### config.mk
export PLATFORM = sky130hd
export DESIGN_NAME = dpss_startup
export DESIGN_NICKNAME = d
export VERILOG_FILES = /design/src/dpss_pkg.sv /design/src/dpss_cfg_match.sv /design/src/dpss_startup.sv
export SDC_FILE = /design/constraint.sdc
export NUM_CORES = 1
export LEC_CHECK = 0
export BUFFER_PORTS_ARGS = -buffer_cell sky130_fd_sc_hd__buf_2
export CORE_AREA = 2 2 176 264
export DETAILED_ROUTE_END_ITERATION = 8
export DIE_AREA = 0 0 178 266
export PLACE_DENSITY = 0.71
export SYNTH_ARGS = -nofsm -noshare
export SYNTH_HDL_FRONTEND = slang
export SYNTH_SLANG_ARGS = --single-unit
### constraint.sdc
create_clock -name ref_clk_i -period 3.65 [get_ports ref_clk_i]
set_input_delay 0 -clock ref_clk_i [delete_from_list [all_inputs] [get_ports ref_clk_i]]
set_output_delay 0 -clock ref_clk_i [all_outputs]
set_load 0.02 [all_outputs]
### src/dpss_pkg.sv
// Purpose: Shared constants and types of the DP slave start-up and parameter decoder.
// Assumes: One 100 MHz clock; telegrams arrive already deframed from the link layer.
// Notes:   Offsets are byte addresses on the AHB-Lite register port.
package dpss_pkg;

  typedef enum logic [1:0] {
    ST_POWER_ON  = 2'b00,
    ST_WAIT_PRM  = 2'b01,
    ST_WAIT_CFG  = 2'b11,
    ST_DATA_EXCH = 2'b10
  } dpss_state_t;

  typedef enum logic [2:0] {
    RSP_NONE = 3'h0,
    RSP_ACK  = 3'h1,
    RSP_DIAG = 3'h2,
    RSP_CFG  = 3'h3,
    RSP_DATA = 3'h4
  } dpss_rsp_t;

  localparam logic [7:0] SAP_GET_CFG = 8'h3b;
  localparam logic [7:0] SAP_DIAG    = 8'h3c;
  localparam logic [7:0] SAP_SET_PRM = 8'h3d;
  localparam logic [7:0] SAP_CHK_CFG = 8'h3e;

  localparam logic [7:0] MASTER_NONE = 8'hff;
  localparam logic [7:0] PRM_STD_LEN = 8'd10;
  localparam logic [7:0] BLK_FIRST   = 8'd11;
  localparam logic [7:0] ISO_LEN     = 8'd28;
  localparam logic [7:0] ISO_TYPE    = 8'h04;
  localparam logic [7:0] ISO_VERSION = 8'h01;
  localparam int         CFG_MAX     = 4;

  localparam int O1_WD_ON   = 3;
  localparam int O1_FREEZE  = 4;
  localparam int O1_SYNC    = 5;
  localparam int O8_FAILSAFE = 6;
  localparam int O8_DPV1     = 7;
  localparam int O9_DIAG_ALM = 5;
  localparam int O10_STRUCT  = 3;
  localparam int O10_ISOM    = 4;

  localparam logic [7:0] REG_CTRL    = 8'h00;
  localparam logic [7:0] REG_STATUS  = 8'h04;
  localparam logic [7:0] REG_PRM_A   = 8'h08;
  localparam logic [7:0] REG_PRM_B   = 8'h0c;
  localparam logic [7:0] REG_PRM_C   = 8'h10;
  localparam logic [7:0] REG_TB_DP   = 8'h14;
  localparam logic [7:0] REG_TB_IO   = 8'h18;
  localparam logic [7:0] REG_CFG_EXP = 8'h1c;
  localparam logic [7:0] REG_CFG_LEN = 8'h20;

  localparam logic [31:0] CFG_EXP_RST = 32'h0000_0000;
  localparam logic [2:0]  CFG_LEN_RST = 3'h0;

  // Time bases in units of 1/12 us that the isochronous block may carry.
  function automatic logic tbase_ok(input logic [31:0] v);
    return (v == 32'd375) || (v == 32'd750) || (v == 32'd1500) ||
           (v == 32'd3000) || (v == 32'd6000) || (v == 32'd12000);
  endfunction

endpackage

### src/dpss_cfg_match.sv
// Purpose: Compares the octets of a configuration check telegram with the expected list.
// Assumes: start_i precedes the octets of one telegram; same clock as the octet source.
// Notes:   match_o is valid from the cycle after the last octet until the next start_i.
`timescale 1ns/100ps
module dpss_cfg_match (
  input  wire logic                          ref_clk_i,
  input  wire logic                          rstn_i,
  input  wire logic                          start_i,
  input  wire logic                          oct_valid_i,
  input  wire logic [7:0]                    oct_data_i,
  input  wire logic [8*dpss_pkg::CFG_MAX-1:0] exp_cfg_i,
  input  wire logic [2:0]                    exp_len_i,
  output logic                               match_o
);
  import dpss_pkg::*;

  typedef struct packed {
    logic [3:0] cnt;
    logic       ok;
  } dpss_cm_st_t;

  dpss_cm_st_t q;
  dpss_cm_st_t d;

  always_comb begin
    d = q;
    if (start_i) begin
      d.cnt = 4'h0;
      d.ok  = 1'b1;
    end else if (oct_valid_i) begin
      if ((q.cnt >= {1'b0, exp_len_i}) ||
          (oct_data_i != exp_cfg_i[{q.cnt[1:0], 3'b000} +: 8])) begin
        d.ok = 1'b0;
      end
      if (q.cnt != 4'hf) begin
        d.cnt = q.cnt + 4'h1;
      end
    end
  end

  always_ff @(posedge ref_clk_i or negedge rstn_i) begin
    if (!rstn_i) begin
      q <= '0;
    end else begin
      q <= d;
    end
  end

  assign match_o = q.ok && (q.cnt == {1'b0, exp_len_i});

endmodule

### src/dpss_startup.sv
// Purpose: Start-up state machine and parameter telegram decoder of a DP slave.
// Assumes: Frame start, octets and frame end come as separate cycles from the link layer.
// Notes:   Register port is a zero-wait AHB-Lite slave; every answer is OKAY.
//
// The implementer's own choices: the address map and register access over AHB-Lite.
`timescale 1ns/100ps
module dpss_startup #(
  // Identification number; the value is arbitrary.
  parameter logic [15:0] IDENT_NUMBER = 16'h5a17
) (
  input  wire logic                ref_clk_i,
  input  wire logic                rstn_i,
  input  wire logic                frm_sof_i,
  input  wire logic [7:0]          frm_sap_i,
  input  wire logic                frm_dflt_i,
  input  wire logic [7:0]          frm_master_i,
  input  wire logic                oct_valid_i,
  input  wire logic [7:0]          oct_data_i,
  input  wire logic                frm_eof_i,
  input  wire logic [31:0]         position_i,
  output logic                     rsp_valid_o,
  output dpss_pkg::dpss_rsp_t      rsp_kind_o,
  output logic [31:0]              rsp_data_o,
  output dpss_pkg::dpss_state_t    state_o,
  output logic                     data_exch_o,
  output logic                     wd_on_o,
  output logic                     freeze_req_o,
  output logic                     sync_req_o,
  output logic                     iso_mode_o,
  input  wire logic                hsel_i,
  input  wire logic [31:0]         haddr_i,
  input  wire logic [1:0]          htrans_i,
  input  wire logic                hwrite_i,
  input  wire logic [2:0]          hsize_i,
  input  wire logic [31:0]         hwdata_i,
  input  wire logic                hready_i,
  output logic                     hreadyout_o,
  output logic                     hresp_o,
  output logic [31:0]              hrdata_o
);
  import dpss_pkg::*;

  typedef struct packed {
    dpss_state_t     st;
    logic [7:0]      master;
    logic            prm_fault;
    logic            cfg_fault;
    logic [9:0][7:0] prm;
    logic [31:0]     tb_dp;
    logic [31:0]     tb_io;
    logic            iso_on;
    logic            busy;
    logic [7:0]      sap;
    logic            dflt;
    logic [7:0]      rmaster;
    logic [7:0]      idx;
    logic [9:0][7:0] stg;
    logic [31:0]     stg_dp;
    logic [31:0]     stg_io;
    logic [7:0]      blk_base;
    logic [7:0]      blk_end;
    logic            iso_in;
    logic            iso_seen;
    logic            bad;
    logic            rsp_v;
    dpss_rsp_t       rsp_k;
    logic [31:0]     rsp_d;
    logic            wr_pend;
    logic [7:0]      wr_addr;
    logic [31:0]     rdata;
    logic [31:0]     cfg_exp;
    logic [2:0]      cfg_len;
  } dpss_main_st_t;

  dpss_main_st_t q;
  dpss_main_st_t d;
  logic          cfg_match;

  dpss_cfg_match u_cfg_match (
    .ref_clk_i   (ref_clk_i),
    .rstn_i      (rstn_i),
    .start_i     (frm_sof_i),
    .oct_valid_i (oct_valid_i),
    .oct_data_i  (oct_data_i),
    .exp_cfg_i   (q.cfg_exp),
    .exp_len_i   (q.cfg_len),
    .match_o     (cfg_match)
  );

  // Checks the staged standard, DP-V1 and isochronous fields.
  function automatic logic prm_ok(input dpss_main_st_t s, input logic [15:0] ident);
    logic ok;
    ok = !s.bad && (s.idx >= PRM_STD_LEN);
    ok = ok && (s.stg[0][2:0] == 3'h0);
    ok = ok && ({s.stg[4], s.stg[5]} == ident);
    ok = ok && s.stg[7][O8_FAILSAFE];
    ok = ok && (s.stg[8][4:1] == 4'h0) && (s.stg[8][7:6] == 2'h0);
    ok = ok && (s.stg[7][O8_DPV1] || !s.stg[8][O9_DIAG_ALM]);
    ok = ok && (s.stg[9][2:0] == 3'h0) && s.stg[9][O10_STRUCT];
    ok = ok && (s.stg[9][7:5] == 3'h0);
    ok = ok && ((s.idx < BLK_FIRST) || (s.blk_base == s.idx + 8'd1));
    if (s.stg[9][O10_ISOM]) begin
      ok = ok && s.iso_seen && tbase_ok(s.stg_dp) && tbase_ok(s.stg_io);
    end
    return ok;
  endfunction

  logic [7:0] n;
  logic [7:0] off;
  logic [8:0] end_sum;
  logic       bound;
  logic       restart;
  logic       ahb_go;
  logic [31:0] rmux;

  always_comb begin
    d       = q;
    n       = q.idx + 8'd1;
    off     = n - q.blk_base;
    end_sum = {1'b0, n} + {1'b0, oct_data_i} - 9'd1;
    bound   = (q.master == q.rmaster) && (q.master != MASTER_NONE);
    restart = 1'b0;
    rmux    = 32'h0000_0000;
    d.rsp_v = 1'b0;
    d.rsp_k = RSP_NONE;

    if (q.st == ST_POWER_ON) begin
      d.st = ST_WAIT_PRM;
    end

    // Request header: the access point picks the service.
    if (frm_sof_i) begin
      d.busy     = 1'b1;
      d.sap      = frm_sap_i;
      d.dflt     = frm_dflt_i;
      d.rmaster  = frm_master_i;
      d.idx      = 8'h00;
      d.blk_base = BLK_FIRST;
      d.blk_end  = 8'h00;
      d.iso_in   = 1'b0;
      d.iso_seen = 1'b0;
      d.bad      = 1'b0;
    end else if (oct_valid_i && q.busy) begin
      if (q.idx != 8'hff) begin
        d.idx = n;
      end else begin
        d.bad = 1'b1;
      end
      if (!q.dflt && (q.sap == SAP_SET_PRM)) begin
        if (n <= PRM_STD_LEN) begin
          d.stg[4'(n - 8'd1)] = oct_data_i;
        end else begin
          // Each appended block opens with its length; the walk skips whole blocks.
          if (off == 8'd0) begin
            d.blk_end = end_sum[7:0];
            d.iso_in  = 1'b0;
            if ((oct_data_i < 8'd2) || end_sum[8]) begin
              d.bad = 1'b1;
            end
          end else if (off == 8'd1) begin
            d.iso_in = (oct_data_i == ISO_TYPE) &&
                       (q.blk_end - q.blk_base == ISO_LEN - 8'd1);
            if (d.iso_in) begin
              d.iso_seen = 1'b1;
            end
          end else if (q.iso_in) begin
            case (off)
              8'd2: d.bad = q.bad || (oct_data_i != 8'h00);
              8'd3: d.bad = q.bad || (oct_data_i != 8'h00);
              8'd4: d.bad = q.bad || (oct_data_i != ISO_VERSION);
              8'd5, 8'd6, 8'd7, 8'd8: d.stg_dp = {q.stg_dp[23:0], oct_data_i};
              8'd12, 8'd13, 8'd14, 8'd15: d.stg_io = {q.stg_io[23:0], oct_data_i};
              default: d.bad = q.bad;
            endcase
          end
          if ((off != 8'd0) && (n == q.blk_end)) begin
            d.blk_base = n + 8'd1;
          end
        end
      end
    end else if (frm_eof_i && q.busy) begin
      d.busy  = 1'b0;
      d.rsp_v = 1'b1;
      if (q.dflt) begin
        if (q.st == ST_DATA_EXCH && bound) begin
          d.rsp_k = RSP_DATA;
          d.rsp_d = position_i;
        end
      end else begin
        case (q.sap)
          SAP_DIAG: begin
            d.rsp_k = RSP_DIAG;
            d.rsp_d = {q.master, 8'h00,
                       2'b00, q.prm[0][O1_SYNC], q.prm[0][O1_FREEZE],
                       q.prm[0][O1_WD_ON], 1'b1, 1'b0, (q.st == ST_WAIT_PRM),
                       1'b0, q.prm_fault, 3'b000, q.cfg_fault,
                       (q.st != ST_DATA_EXCH), 1'b0};
          end
          SAP_GET_CFG: begin
            d.rsp_k = RSP_CFG;
            d.rsp_d = q.cfg_exp;
          end
          SAP_SET_PRM: begin
            if ((q.st == ST_WAIT_PRM) || (q.st != ST_POWER_ON && bound)) begin
              d.rsp_k = RSP_ACK;
              d.cfg_fault = 1'b0;
              if (prm_ok(q, IDENT_NUMBER)) begin
                d.st        = ST_WAIT_CFG;
                d.master    = q.rmaster;
                d.prm       = q.stg;
                d.tb_dp     = q.stg_dp;
                d.tb_io     = q.stg_io;
                d.iso_on    = q.stg[9][O10_ISOM];
                d.prm_fault = 1'b0;
              end else begin
                d.st        = ST_WAIT_PRM;
                d.master    = MASTER_NONE;
                d.prm_fault = 1'b1;
              end
            end
          end
          SAP_CHK_CFG: begin
            if (bound && (q.st == ST_WAIT_CFG || q.st == ST_DATA_EXCH)) begin
              d.rsp_k = RSP_ACK;
              if (cfg_match) begin
                d.st = ST_DATA_EXCH;
              end else begin
                d.st        = ST_WAIT_PRM;
                d.master    = MASTER_NONE;
                d.cfg_fault = 1'b1;
              end
            end
          end
          default: d.rsp_k = RSP_NONE;
        endcase
      end
      if (d.rsp_k == RSP_NONE) begin
        d.rsp_v = 1'b0;
      end
    end

    // Register port: address phase is latched, write data lands one cycle later.
    ahb_go = hsel_i && hready_i && htrans_i[1];
    case (haddr_i[7:0])
      REG_STATUS:  rmux = {16'h0000, q.master, 3'h0, q.iso_on, q.cfg_fault,
                           q.prm_fault, q.st};
      REG_PRM_A:   rmux = {q.prm[3], q.prm[2], q.prm[1], q.prm[0]};
      REG_PRM_B:   rmux = {q.prm[7], q.prm[6], q.prm[5], q.prm[4]};
      REG_PRM_C:   rmux = {16'h0000, q.prm[9], q.prm[8]};
      REG_TB_DP:   rmux = q.tb_dp;
      REG_TB_IO:   rmux = q.tb_io;
      REG_CFG_EXP: rmux = q.cfg_exp;
      REG_CFG_LEN: rmux = {29'h0, q.cfg_len};
      default:     rmux = 32'h0000_0000;
    endcase
    if (ahb_go && !hwrite_i) begin
      d.rdata = rmux;
    end
    d.wr_pend = ahb_go && hwrite_i;
    if (ahb_go) begin
      d.wr_addr = haddr_i[7:0];
    end
    if (q.wr_pend) begin
      case (q.wr_addr)
        REG_CTRL:    restart   = hwdata_i[0];
        REG_CFG_EXP: d.cfg_exp = hwdata_i;
        REG_CFG_LEN: d.cfg_len = (hwdata_i[2:0] > 3'(CFG_MAX)) ? 3'(CFG_MAX) : hwdata_i[2:0];
        default:     restart   = 1'b0;
      endcase
    end

    // Software restart drops the binding and waits for fresh parameters.
    if (restart) begin
      d.st     = ST_WAIT_PRM;
      d.master = MASTER_NONE;
    end
  end

  always_ff @(posedge ref_clk_i or negedge rstn_i) begin
    if (!rstn_i) begin
      q         <= '0;
      q.st      <= ST_POWER_ON;
      q.master  <= MASTER_NONE;
      q.rsp_k   <= RSP_NONE;
      q.blk_base <= BLK_FIRST;
      q.cfg_exp <= CFG_EXP_RST;
      q.cfg_len <= CFG_LEN_RST;
    end else begin
      q <= d;
    end
  end

  assign rsp_valid_o  = q.rsp_v;
  assign rsp_kind_o   = q.rsp_k;
  assign rsp_data_o   = q.rsp_d;
  assign state_o      = q.st;
  assign data_exch_o  = (q.st == ST_DATA_EXCH);
  assign wd_on_o      = q.prm[0][O1_WD_ON];
  assign freeze_req_o = q.prm[0][O1_FREEZE];
  assign sync_req_o   = q.prm[0][O1_SYNC];
  assign iso_mode_o   = q.iso_on;
  assign hreadyout_o  = 1'b1;
  assign hresp_o      = 1'b0;
  assign hrdata_o     = q.rdata;

endmodule

==> results list, run 1 <==
- Total power consumption of the routed design: 11.4 mW
- In the final layout, the share of cells above drive strength 1 is 31.6%.
- Summing all non-filler instances in the final layout gives an area of 26,600 um^2.
- The worst-case IR drop observed on VDD is 0.329 mV.
* Xor-xnor portion of the synthesized cell area: 2.58%
* Dominant combinational cell family by area after synthesis: multiplexers
- TritonCTS built the clock tree.
- Count of yosys warnings during synthesis: 0
- Once layout is complete, the cells apart from fillers number 2,799.
* Max-slew headroom at the worst pin: 37.7%
* Post-synthesis cell count: 1,924
- Setup repair after global routing could not meet its margin everywhere.
- The startpoint identified for the worst hold timing path is htrans_i[1].
- When the netlist entered floorplanning its net count stood at 2,099.
- For this run, the slowest stage of the critical path takes 0.40 ns.
- Share of synthesized cell area in and, or, nand and nor gates: 11.4%
* Fraction of the mapped netlist area in compound gates: 10.5%
* Hold Path Cell Cnt: 3
* Number of ports placed on the die boundary: 211
- On the critical path, the stage with the largest delay is an instance of dfrtp_1.
- Pin count of the biggest net entering global routing: 110
- Chip width: 178 um
- In the final layout, the multi-input gates occupy 9650 um^2.
- The flow ran to the end, and the final reports show no timing, DRC or antenna violations.
- After detailed routing, the total wire length is 67.9 mm.
- Starting DRC count in detailed routing: 1,491
* Fraction of synthesis flops using an asynchronous set or reset pin: 100%
- For this configuration, the core starts out at a cell density of 49.0%.
* CP Data Required Time: 4.11 ns
* I/O Buffers: 180
- The floorplan has 96 rows.
- Overall global routing resource usage: 28.3%
- Initial antenna violation count: 3
* Cell area after synthesis: 22,200 um^2
* Top cell type by total area after synthesis: dfrtp_1
- Number of maximum-capacitance violations: 0
- Yosys instantiated no cell more often than dfrtp_1.
- For this run the aggregate overflow at the end of global routing stands at 0.
- Worst Tran Pin Value: 0.935 ns
- The critical path goes through buf_6 -> and3_4 -> nand3_4 -> xor2_2 -> inv_1 -> ha_4 -> or2_4 -> o41ai_4 -> xnor2_2 -> nor4b_4 -> nand3_2 -> buf_6 -> a21oi_4 -> clkbuf_16 -> mux2_2.
- Data on the critical path arrives at its endpoint at 4.09 ns.
- Vias in the first global route: 17.0k
- The cell that appears most often on the critical path is buf_6.
- Vertical extent of the die: 266 um
- Source of the worst register-to-register timing path: q[276]
- DRC violation count after routing: 0
- Max-slew violation count: 0
- After the last flow step, the layout net total stands at 2,349.
* Worst Reg-to-Reg Cells: 15
* EDFF count, synth: 0
- Register Area: 11,600 um^2
* Endpoint with the worst hold slack: q[75]
* Maximum fanout along the worst path: 8
* Cell Count Post-Placement: 2,592
- Area of the die: 47,300 um^2
* Number of search-and-repair iterations in the first detailed-routing pass: 5
- Synthesis inferred 462 register bits.
- In this run the mean area of a mapped cell was 11.5 um^2.
- Worst Setup Path Type: flip-flop to flip-flop
* Via count normalized by instance count: 6.01
* Number of endpoints failing setup at the final stage: 0
- Highest attainable clock frequency: 0.276 GHz
- Clock-pin transition on the worst setup and hold timing paths: 0.07 ns
* Power density over the cells: 430 nW/um^2
- Between clock sinks in the finished design, the worst skew comes to 0.0211 ns.
* Final period util: 99.4%
- Maximum buffer depth of the clock tree: 3
- Number of endpoints with negative hold slack in the final report: 0
- Synth-to-Final Area Change: 19.8%
* Antenna-violating nets left: 0
- The share of synthesized area in the top cell type comes to 50.8%.
- Fillers: 3,560
- Level count of the clock H-tree: 2
- Minimum clock period after layout: 3.63 ns
- Placer Congestion: 0.989
* Vias after detailed routing: 16.8k
- After detailed routing, the average wire length per cell comes to 24.3 um.
- Counting every sink on the clock net gives 462.
- STA classifies the critical path startpoint as a flip-flop.
* Post-placement cell area: 23,500 um^2
* Clock tree root driver cell: clkbuf_16
* Estimated wirelength of the detail-placed design: 47.1 mm
- Core region area: 45,300 um^2
- Leading post-synthesis cells by cell area: dfrtp_1 51%, mux2_2 13%, buf_4 3.1%
- Clock Latency Late Sink: 0.58 ns
* Number of different library cells in the post-synthesis netlist: 82
* Element type at the critical path end: flip-flop
- Minimum setup slack among reg-to-reg paths: 0.02 ns
- In this run the worst hold path is classified as input port to flip-flop.
- The synthesized netlist devotes 2.41% of its cell area to adder and majority cells.
* Share of synthesized area occupied by flip-flops and latches: 52.1%
- Reg-to-reg endpoint: q[172]
- First-pass GRT wire length: 101 mm
- The tightest hold path in the finished design has a slack of 0.0322 ns.
- Summed over all cells, the static leakage comes to 12.4 nW.
* Number of buffers inserted during clock tree synthesis: 46
* Most instantiated cells after synthesis: 451 x dfrtp_1, 256 x mux2_2, 130 x nand2_1
- Post-synthesis mux area share: 15.2%
- Most used flip-flop cell after synthesis: dfrtp_1
[layout by cell type, fill, tap and decap left out, types with 30 or more instances in the layout]
cell / instances
dfrtp_1: 449
mux2_2: 244
buf_2: 179
nand2_1: 130
a21oi_1: 110
dlygate4sd3_1: 103
nor2_1: 102
buf_4: 78
a22oi_1: 55
inv_1: 54
o21ai_0: 51
clkbuf_16: 49
nand3_1: 42
xnor2_1: 39
nor2b_1: 33
ha_1: 30
[routing by layer]
layer	share of wire [%]	up-vias	global-route usage, %
met5	0.094	-	0
met4	7.0	4	17.3
met3	6.0	241	4.20
met2	50	739	48.8
met1	36	8505	33.0
li1	-	7325	-
[worst max-delay path by stage]
stage / slack [ns] / startpoint / end / cells after the start
detailed placement: -0.12 / q[275] / q[151] / 15
global placement: 0.02 / q[275] / q[145] / 15
finish: 0.02 / q[276] / q[172] / 15
CTS: 0.007 / q[276] / q[131] / 16
floorplan: 0.01 / q[276] / q[164] / 15
global route: -0.1 / q[275] / q[180] / 15
[layout make-up]
type / instances / share of cell area, %
sequential: 462 / 43.5
timing repair buffer: 380 / 10.9
tap: 588 / 2.77
antenna: 2 / 0.0188
clock inverter: 16 / 0.621
inverter: 58 / 0.819
clock buffer: 67 / 5.08
multi-input combinational: 1226 / 36.3
[critical path, delay by kind of cell, from the launching register on]
family / cells / cell delay [ns]
AO/OA/AOI/OAI: 2 / 0.63
XOR/XNOR: 2 / 0.29
adder cells (fa/ha/maj): 1 / 0.18
buffers and inverters: 4 / 0.65
flip-flops: 1 / 0.40
multiplexers: 1 / 0.34
AND/OR/NAND/NOR: 5 / 1.02
[through the flow]
step / TNS, ns / util [%] / worst slack [ns]
after floorplan: 0 / - / 0.0109
after global placement: 0 / 52.0 / 0.0179
after detailed placement: -6.34 / 52.0 / -0.119
after CTS: 0 / 58.0 / 0.00655
after global routing: -2.26 / 58.7 / -0.0995
final: 0 / 58.7 / 0.0231
[kinds of logic after synthesis]
group           Yosys count
compound gates          353
xor+xnor                 59
fa+ha+maj                41
buf+inv                 236
flops                   462
mux                     291
other cells               2
simple gates            480
[power by group]
| group | internal, mW | total (mW) | switching (mW) | leakage (nW) |
|---|---|---|---|---|
| combinational | 0.487 | 1.15 | 0.661 | 5.47 |
| clock | 2.73 | 4.80 | 2.07 | 0.746 |
| sequential | 5.28 | 5.48 | 0.195 | 6.18 |
| total | 8.50 | 11.4 | 2.93 | 12.4 |
[what timing repair did]
item	4_1_cts	5_1_grt
setup buffers	5	10
hold buffers	103	0
pin swaps	5	13
endpoints found under the hold margin	346	0
resized for setup	15	39
gates cloned	1	3
setup endpoints to repair	68	73
Power figures use the tool's default switching activity.
==> run 2: changes to the inputs <==
--- a/config.mk
+++ b/config.mk
@@ -7,9 +7,11 @@
 export LEC_CHECK = 0
 export BUFFER_PORTS_ARGS = -buffer_cell sky130_fd_sc_hd__buf_2
 export CORE_AREA = 2 2 176 264
+export CTS_BUF_LIST = sky130_fd_sc_hd__clkbuf_8
 export DETAILED_ROUTE_END_ITERATION = 8
 export DIE_AREA = 0 0 178 266
 export PLACE_DENSITY = 0.71
+export SKIP_LAST_GASP = 1
 export SYNTH_ARGS = -nofsm -noshare
 export SYNTH_HDL_FRONTEND = slang
 export SYNTH_SLANG_ARGS = --single-unit
==> run 2 against run 1 <==
  * The flow now finishes with violations (negative setup slack)
  * Die area unchanged
  * Worst hold slack better by 0.038 ns
  * Sequential share of layout area up 0.19 points
  * Clock skew up 0.012 ns
  * Register-to-register slack worse by 0.07 ns
  * Non-clock buffer count down 5
  * Utilization down 0.27 points
  * Global-route usage up 0.35 points
  * Total power down 0.86%
  * Critical path depth down 1
  * Count of clock-buffer cells in the layout up 31
  * Critical path type unchanged
==> results list, run 2 (synthesized netlist as in run 1, its figures left out) <==
* Status: finished, violations left
* Failing checks: negative setup slack
- In this design, the critical path's most frequently occurring cell is buf_4.
- Clock tree root driver cell: clkbuf_8
- RSZ-0062 raised after global routing: true
* Number of rows created at floorplan: 96 (unchanged)
- Number of endpoints with negative hold slack in the final report: 0 (unchanged)
- DRC violation count after routing: 0 (unchanged)
- Number of search-and-repair iterations in the first detailed-routing pass: 5 (unchanged)
- Clock Latency Late Sink: 0.65 ns (+0.07 ns)
- The initial antenna violation count was 1 (-2).
- The final period utilization is 101% (+2.0 points).
* Arrival time of data at the critical path endpoint: 4.25 ns (+0.16 ns)
* Source of the worst register-to-register timing path: q[276]
- The static power due to leakage was 12.5 nW (+0.76%).
- CTS tree: yes
- The number of placed I/O pins is 211 (unchanged).
* Synth-to-Final Area Change: 19.3%
- The area occupied by registers came to 11,600 um^2 (about the same).
- The number of port buffers was 180 (unchanged).
* Crit-path max cell delay: 0.58 ns (+0.18 ns)
- Ordered list of cells on the worst path: buf_4 -> ha_4 -> buf_4 -> xor2_4 -> ha_1 -> buf_4 -> nand2_1 -> o21ai_0 -> xnor2_1 -> o31ai_1 -> o32a_1 -> o2111ai_1 -> or4_1 -> nand3_1
- The horizontal extent of the die came to 178 um (unchanged).
- Final std cells w/o fill: 2,844 (+1.6%)
- Highest-count cells in the layout ignoring fill and taps: 450 x dfrtp_1, 256 x mux2_2, 179 x buf_2, 130 x nand2_1, 111 x a21oi_1
- Number of endpoints failing setup at the final stage: 1 (+1)
- Slowest cell on crit path: or4_1
* Max-slew headroom at the worst pin: 37.5% (-0.21 points)
- Placer Congestion: 0.989 (unchanged)
- Core region area: 45,300 um^2 (unchanged)
- Via count normalized by instance count: 6.00 (-0.18%)
* Number of maximum-capacitance violations: 0 (unchanged)
* Fillers: 3,579 (+0.53%)
- The detail-routed net length per standard cell came to 23.9 um (-1.7%).
- The highest achievable clock rate came to 0.270 GHz (-1.9%).
* Post-layout worst setup margin: -0.0487 ns (-0.0718 ns)
- Worst setup path start: q[276]
- Remaining Overflow, GRT: 0 (unchanged)
- Maximum buffer depth of the clock tree: 3 (unchanged)
* Pin count of the biggest net entering global routing: 110 (unchanged)
- Antenna-violating nets left: 0 (unchanged)
- Cell Count Post-Placement: 2,592 (unchanged)
- Vias after detailed routing: 17.1k (+1.4%)
- The worst setup path is captured at a flip-flop.
- Area of the die: 47,300 um^2 (unchanged)
- The worst endpoint required time came to 4.21 ns (+0.10 ns).
* Proportion of layout cells with a drive suffix above 1: 32.0% (+0.42 points)
* Estimated wirelength of the detail-placed design: 47.1 mm (unchanged)
- The wire length reported by the detailed router came to 67.8 mm (-0.13%).
- The slew of the pin with the lowest slew margin came to 0.938 ns (+0.00317 ns).
- The number of levels the H-tree was split into was 3 (+1).
- Largest clock skew in the final design: 0.0329 ns (+0.0118 ns)
- The clock-pin slew of the registers on the worst-case setup and hold paths is 0.06 ns (about the same).
- Max-slew violation count: 0 (unchanged)
* Maximum fanout along the worst path: 4 (-4)
- In this run the worst hold path is classified as input port to async pin.
- The wire length of the first global-routing pass is 102 mm (+0.90%).
* Worst Setup Path Type: flip-flop to flip-flop
- Vertical extent of the die: 266 um (unchanged)
- The clock sink count came to 462 (unchanged).
* Initial standard-cell utilization of the core: 49.0% (unchanged)
* Area used by multi-input combinational logic: 9510 um^2 (-1.5%)
* Power density over the cells: 428 nW/um^2 (-0.41%)
- The final-layout worst hold slack came to 0.0704 ns (+0.0382 ns).
* Number of buffers inserted during clock tree synthesis: 74 (+61%)
* Leading cell type in the layout, fill and taps excluded: dfrtp_1
- The global router's overall resource usage is 28.7% (+0.35 points).
* Vias in the first global route: 17.3k (+1.5%)
* Worst VDD drop: 0.240 mV (-27%)
- Starting DRC count in detailed routing: 1,451 (-2.7%)
- Minimum clock period after layout: 3.70 ns (+0.0718 ns)
- Critical path startpoint category: flip-flop
* Number of nets at the end of the flow: 2,372 (+0.98%)
## run 2: cell type report
type / instances / area share [%]
Clock inverter: 36 / 0.870
Multi-Input combinational cell: 1226 / 35.9
Antenna cell: 1 / 0.00945
Inverter: 58 / 0.822
Sequential cell: 462 / 43.7
Clock buffer: 98 / 5.09
Timing Repair Buffer: 375 / 10.8
Tap cell: 588 / 2.78
## run 2: worst paths after layout
path	slack, ns	cells after the start	to
hold reg to reg	0.47	1	q[408]
min in group ref_clk_i	0.12	3	q[72]
hold / removal	0.07	3	q[134]
setup / recovery	-0.05	14	q[112]
max in group asynchronous	3.03	3	q[275]
setup reg to reg	-0.05	14	q[112]
## run 2: per-layer routing
metal	GRT usage, %	share of wire (%)
met5	0	0
met4	18.2	7.2
met3	5.11	6.7
met2	48.7	50
met1	33.2	36
## run 2: stage by stage
stage	power, mW	util, %	setup WS, ns	setup TNS, ns	cell area (um^2)
after floorplan	6.16	-	0.0109	0	22200
after global placement	6.54	52.0	0.0179	0	23500
after detailed placement	6.57	52.0	-0.119	-6.34	23500
after CTS	11.4	58.2	0.00268	0	26400
after global routing	11.7	58.5	-0.109	-3.98	26500
final	11.3	58.5	-0.0487	-0.0487	26500
## run 2: what timing repair did
action	4_1_cts	5_1_grt
pin swaps	4	8
gates resized for setup	12	13
buffers inserted	4	4
hold buffers	107	0
setup endpoints to repair	74	73
hold endpoints to repair	672	0
cloned	1	1
## run 2: worst max-delay path: cells and delay by family, from the launching register on
kind                     cells  cell delay (ns)
AO/OA/AOI/OAI                4             1.13
AND/OR/NAND/NOR              3             0.71
adder cells (fa/ha/maj)      2             0.53
buffers and inverters        3             0.45
XOR/XNOR                     2             0.41
flip-flops                   1             0.37
## run 2: where the power goes
group / switching (mW) / leakage (nW) / internal, mW
logic: 0.658 / 5.42 / 0.486
registers: 0.194 / 6.18 / 5.29
clock network: 2.15 / 0.887 / 2.56
==> run 3: changes to the inputs <==
==> constraint.sdc (replaced) <==
create_clock -name ref_clk_i -period 3.3 [get_ports ref_clk_i]
set_input_delay 0 -clock ref_clk_i [delete_from_list [all_inputs] [get_ports ref_clk_i]]
set_output_delay 0 -clock ref_clk_i [all_outputs]
set_load 0.02 [all_outputs]
==> run 3 against run 2 <==
  * The flow finishes with violations (negative hold slack, negative setup slack)
  * Non-clock buffer count is 107 higher
  * Combinational power grew 17%
  * Sequential power up 10%
  * Register-to-register slack worse by 0.22 ns
==> results list, run 3 (synthesized netlist as in run 1, its figures left out) <==
* Highest-count cells in the layout ignoring fill and taps: 448 x dfrtp_1, 179 x buf_2, 167 x mux2_4, 141 x buf_4, 129 x nand2_1
- Number of maximum-capacitance violations: 0 (unchanged)
* Clock tree root driver cell: clkbuf_8
- Worst Setup Path Type: flip-flop to flip-flop
- Power density over the cells: 424 nW/um^2 (-1.0%)
* Level count of the clock H-tree: 3 (unchanged)
- Source of the worst register-to-register timing path: q[275]
- Failing checks: negative hold slack, negative setup slack
- The final period utilization came to 108% (+6.9 points).
- Estimated wirelength of the detail-placed design: 49.8 mm (+5.8%)
- The path class of the tightest hold or removal check is input port to async pin.
* Overall global routing resource usage: 29.5% (+0.81 points)
- Initial standard-cell utilization of the core: 49.0% (unchanged)
- Vias in the first global route: 17.6k (+2.1%)
* Clock-pin transition on the worst setup and hold timing paths: 0.07 ns (about the same)
* Critical path startpoint category: flip-flop
- Post-layout worst setup margin: -0.273 ns (-0.224 ns)
* Number of buffers inserted during clock tree synthesis: 70 (-5.4%)
- The maximum net fanout on the critical path was 7 (+3).
* Element type at the critical path end: flip-flop
- Number of nets at the end of the flow: 2,475 (+4.3%)
- The first-pass detailed-route iteration total is 6 (+1).
- Worst setup path start: q[275]
* Max-slew headroom at the worst pin: 43.1% (+5.6 points)
* Area of the die: 47,300 um^2 (unchanged)
- The design area was 28,300 um^2 (+6.8%).
- The clock sink count came to 462 (unchanged).
- The post-layout instance count excluding filler cells is 2,936 (+3.2%).
- Remaining Overflow, GRT: 0 (unchanged)
- Relative to the synthesized area, the layout overhead comes to 27.4%.
- Sum of routed wire length over all layers: 73.1 mm (+7.8%)
* Minimum setup slack among reg-to-reg paths: -0.27 ns (-0.22 ns)
* Number of ports placed on the die boundary: 211 (unchanged)
* First-pass GRT wire length: 104 mm (+2.6%)
- The weighted congestion reported at the end of routability-driven placement is 0.928 (-6.1%).
- Core region area: 45,300 um^2 (unchanged)
* Leakage component of the power: 13.2 nW (+5.9%)
- Clock Latency Late Sink: 0.64 ns (about the same)
- The via count normalized by instance count was 5.92 (-1.2%).
- Initial antenna violation count: 2 (+1)
- Chip width: 178 um (unchanged)
- Pin count of the biggest net entering global routing: 99 (-10%)
* DRC violation count after routing: 0 (unchanged)
- The share of cells above drive strength 1 was 36.3% (+4.2 points).
- Number of endpoints failing setup at the final stage: 130 (+129)
- The met3 usage was 4.45% (-0.66 points).
- The final-layout worst hold slack is -0.00688 ns (-0.0773 ns).
- The global-route met1 utilization was 32.8% (-0.39 points).
- The met2 global-route usage is 51.5% (+2.8 points).
* Post-placement cell area: 24,500 um^2 (+3.9%)
* Post-DR wirelength/cell: 24.9 um (+4.4%)
- The worst setup skew after layout was 0.0464 ns (+0.0135 ns).
* Maximum buffer depth of the clock tree: 3 (unchanged)
* Worst VDD drop: 0.261 mV (+8.9%)
- The final antenna-violating net count came to 0 (unchanged).
- The total via count in the routed design was 17.4k (+2.0%).
- The highest achievable clock rate came to 0.280 GHz (+3.5%).
- Arrival time of data at the critical path endpoint: 4.09 ns (-0.16 ns)
* CP Data Required Time: 3.82 ns (-0.39 ns)
- Number of endpoints with negative hold slack in the final report: 2 (+2)
- The detailed router's first-iteration violation count was 1,464 (+0.90%).
- Setup repair after global routing could not meet its margin everywhere.
- Busiest metal layer after global routing: met2
- Cell Count Post-Placement: 2,668 (+2.9%)
- Number of rows created at floorplan: 96 (unchanged)
- The die height came to 266 um (unchanged).
* Max-slew violation count: 0 (unchanged)
- The library cell used most frequently in the layout, excluding fill and tap cells, is dfrtp_1.
- The slew of the pin with the lowest slew margin is 0.853 ns (-0.0847 ns).
- Status: finished, violations left
- Minimum clock period after layout: 3.57 ns (-0.126 ns)
- The number of fill cells came to 3,364 (-6.0%).
* I/O Buffers: 180 (unchanged)
- TritonCTS built the clock tree.
## run 3: cell count changes in the layout (fill, tap and decap cells not counted), moves of 3 or more
cell,change
clkbuf_8,-19
buf_8,+7
clkinv_2,-6
buf_4,+68
mux2_2,-144
inv_1,+5
mux2_1,-23
mux2_4,+167
inv_2,+3
buf_12,+11
clkbuf_16,+12
buf_6,+9
## run 3: worst paths after layout
| path | to | cells after the start |
|---|---|---|
| max in group asynchronous | q[426] | 3 |
| max | q[183] | 16 |
| max reg2reg | q[183] | 16 |
| min reg2reg | q[399] | 1 |
| min | q[279] | 2 |
| min in group ref_clk_i | q[69] | 3 |
## run 3: metal layers
metal | share of wire [%] | wire length, um
met3 | 5.6 | 4070
met5 | 0.025 | 18
met1 | 35 | 25900
met2 | 51 | 37100
met4 | 8.2 | 5960
## run 3: per-stage QoR
| stage | hold WS [ns] | worst slack (ns) | utilization (%) | power (mW) | TNS [ns] |
|---|---|---|---|---|---|
| 3_5_place_dp | 0.110 | -0.243 | 54.0 | 7.30 | -12.96 |
| 5_1_grt | 0.0691 | -0.374 | 62.5 | 12.4 | -41.31 |
| 3_3_place_gp | 0.0979 | -0.197 | 54.0 | 7.27 | -11.40 |
| 4_1_cts | 0.0268 | -0.232 | 59.8 | 12.0 | -12.46 |
| 6_report | -0.00688 | -0.273 | 62.5 | 12.0 | -14.84 |
| 2_1_floorplan | -0.296 | -0.153 | - | 6.82 | -6.20 |
## run 3: cell type report
class                           count  area (um^2)  share of cell area (%)
Antenna cell                        1         2.50                 0.00885
Clock buffer                       79         1090                    3.84
Clock inverter                     40          245                   0.867
Inverter                           58          218                   0.770
Multi-Input combinational cell   1226        10300                    36.4
Sequential cell                   462        11600                    40.9
Tap cell                          588          736                    2.60
Timing Repair Buffer              482         4120                    14.6
## run 3: what timing repair did
item	CTS	global route
buffers inserted	10	17
cloned	1	18
hold buffers	104	0
gates resized for setup	17	187
hold endpoints to repair	315	0
endpoints found under the setup margin	68	192
pin swaps	10	11
## run 3: worst max-delay path: stages, from the launching register on
cell and delay, ns:
dfrtp_2 0.45, buf_12 0.14, buf_4 0.13, nand3_4 0.10, xnor2_4 0.13, ha_4 0.24
a21oi_4 0.16, nor2_2 0.07, o41ai_4 0.41, xnor2_2 0.14, nor4b_4 0.32, nand3_2 0.19
buf_6 0.17, a21oi_4 0.17, buf_12 0.19, buf_12 0.14, mux2_4 0.30
## run 3: where the power goes
part	total, mW	switching (mW)	internal (mW)
Clock	4.63	2.27	2.36
Sequential	6.03	0.182	5.85
Combinational	1.33	0.754	0.574
Total	12.0	3.20	8.78
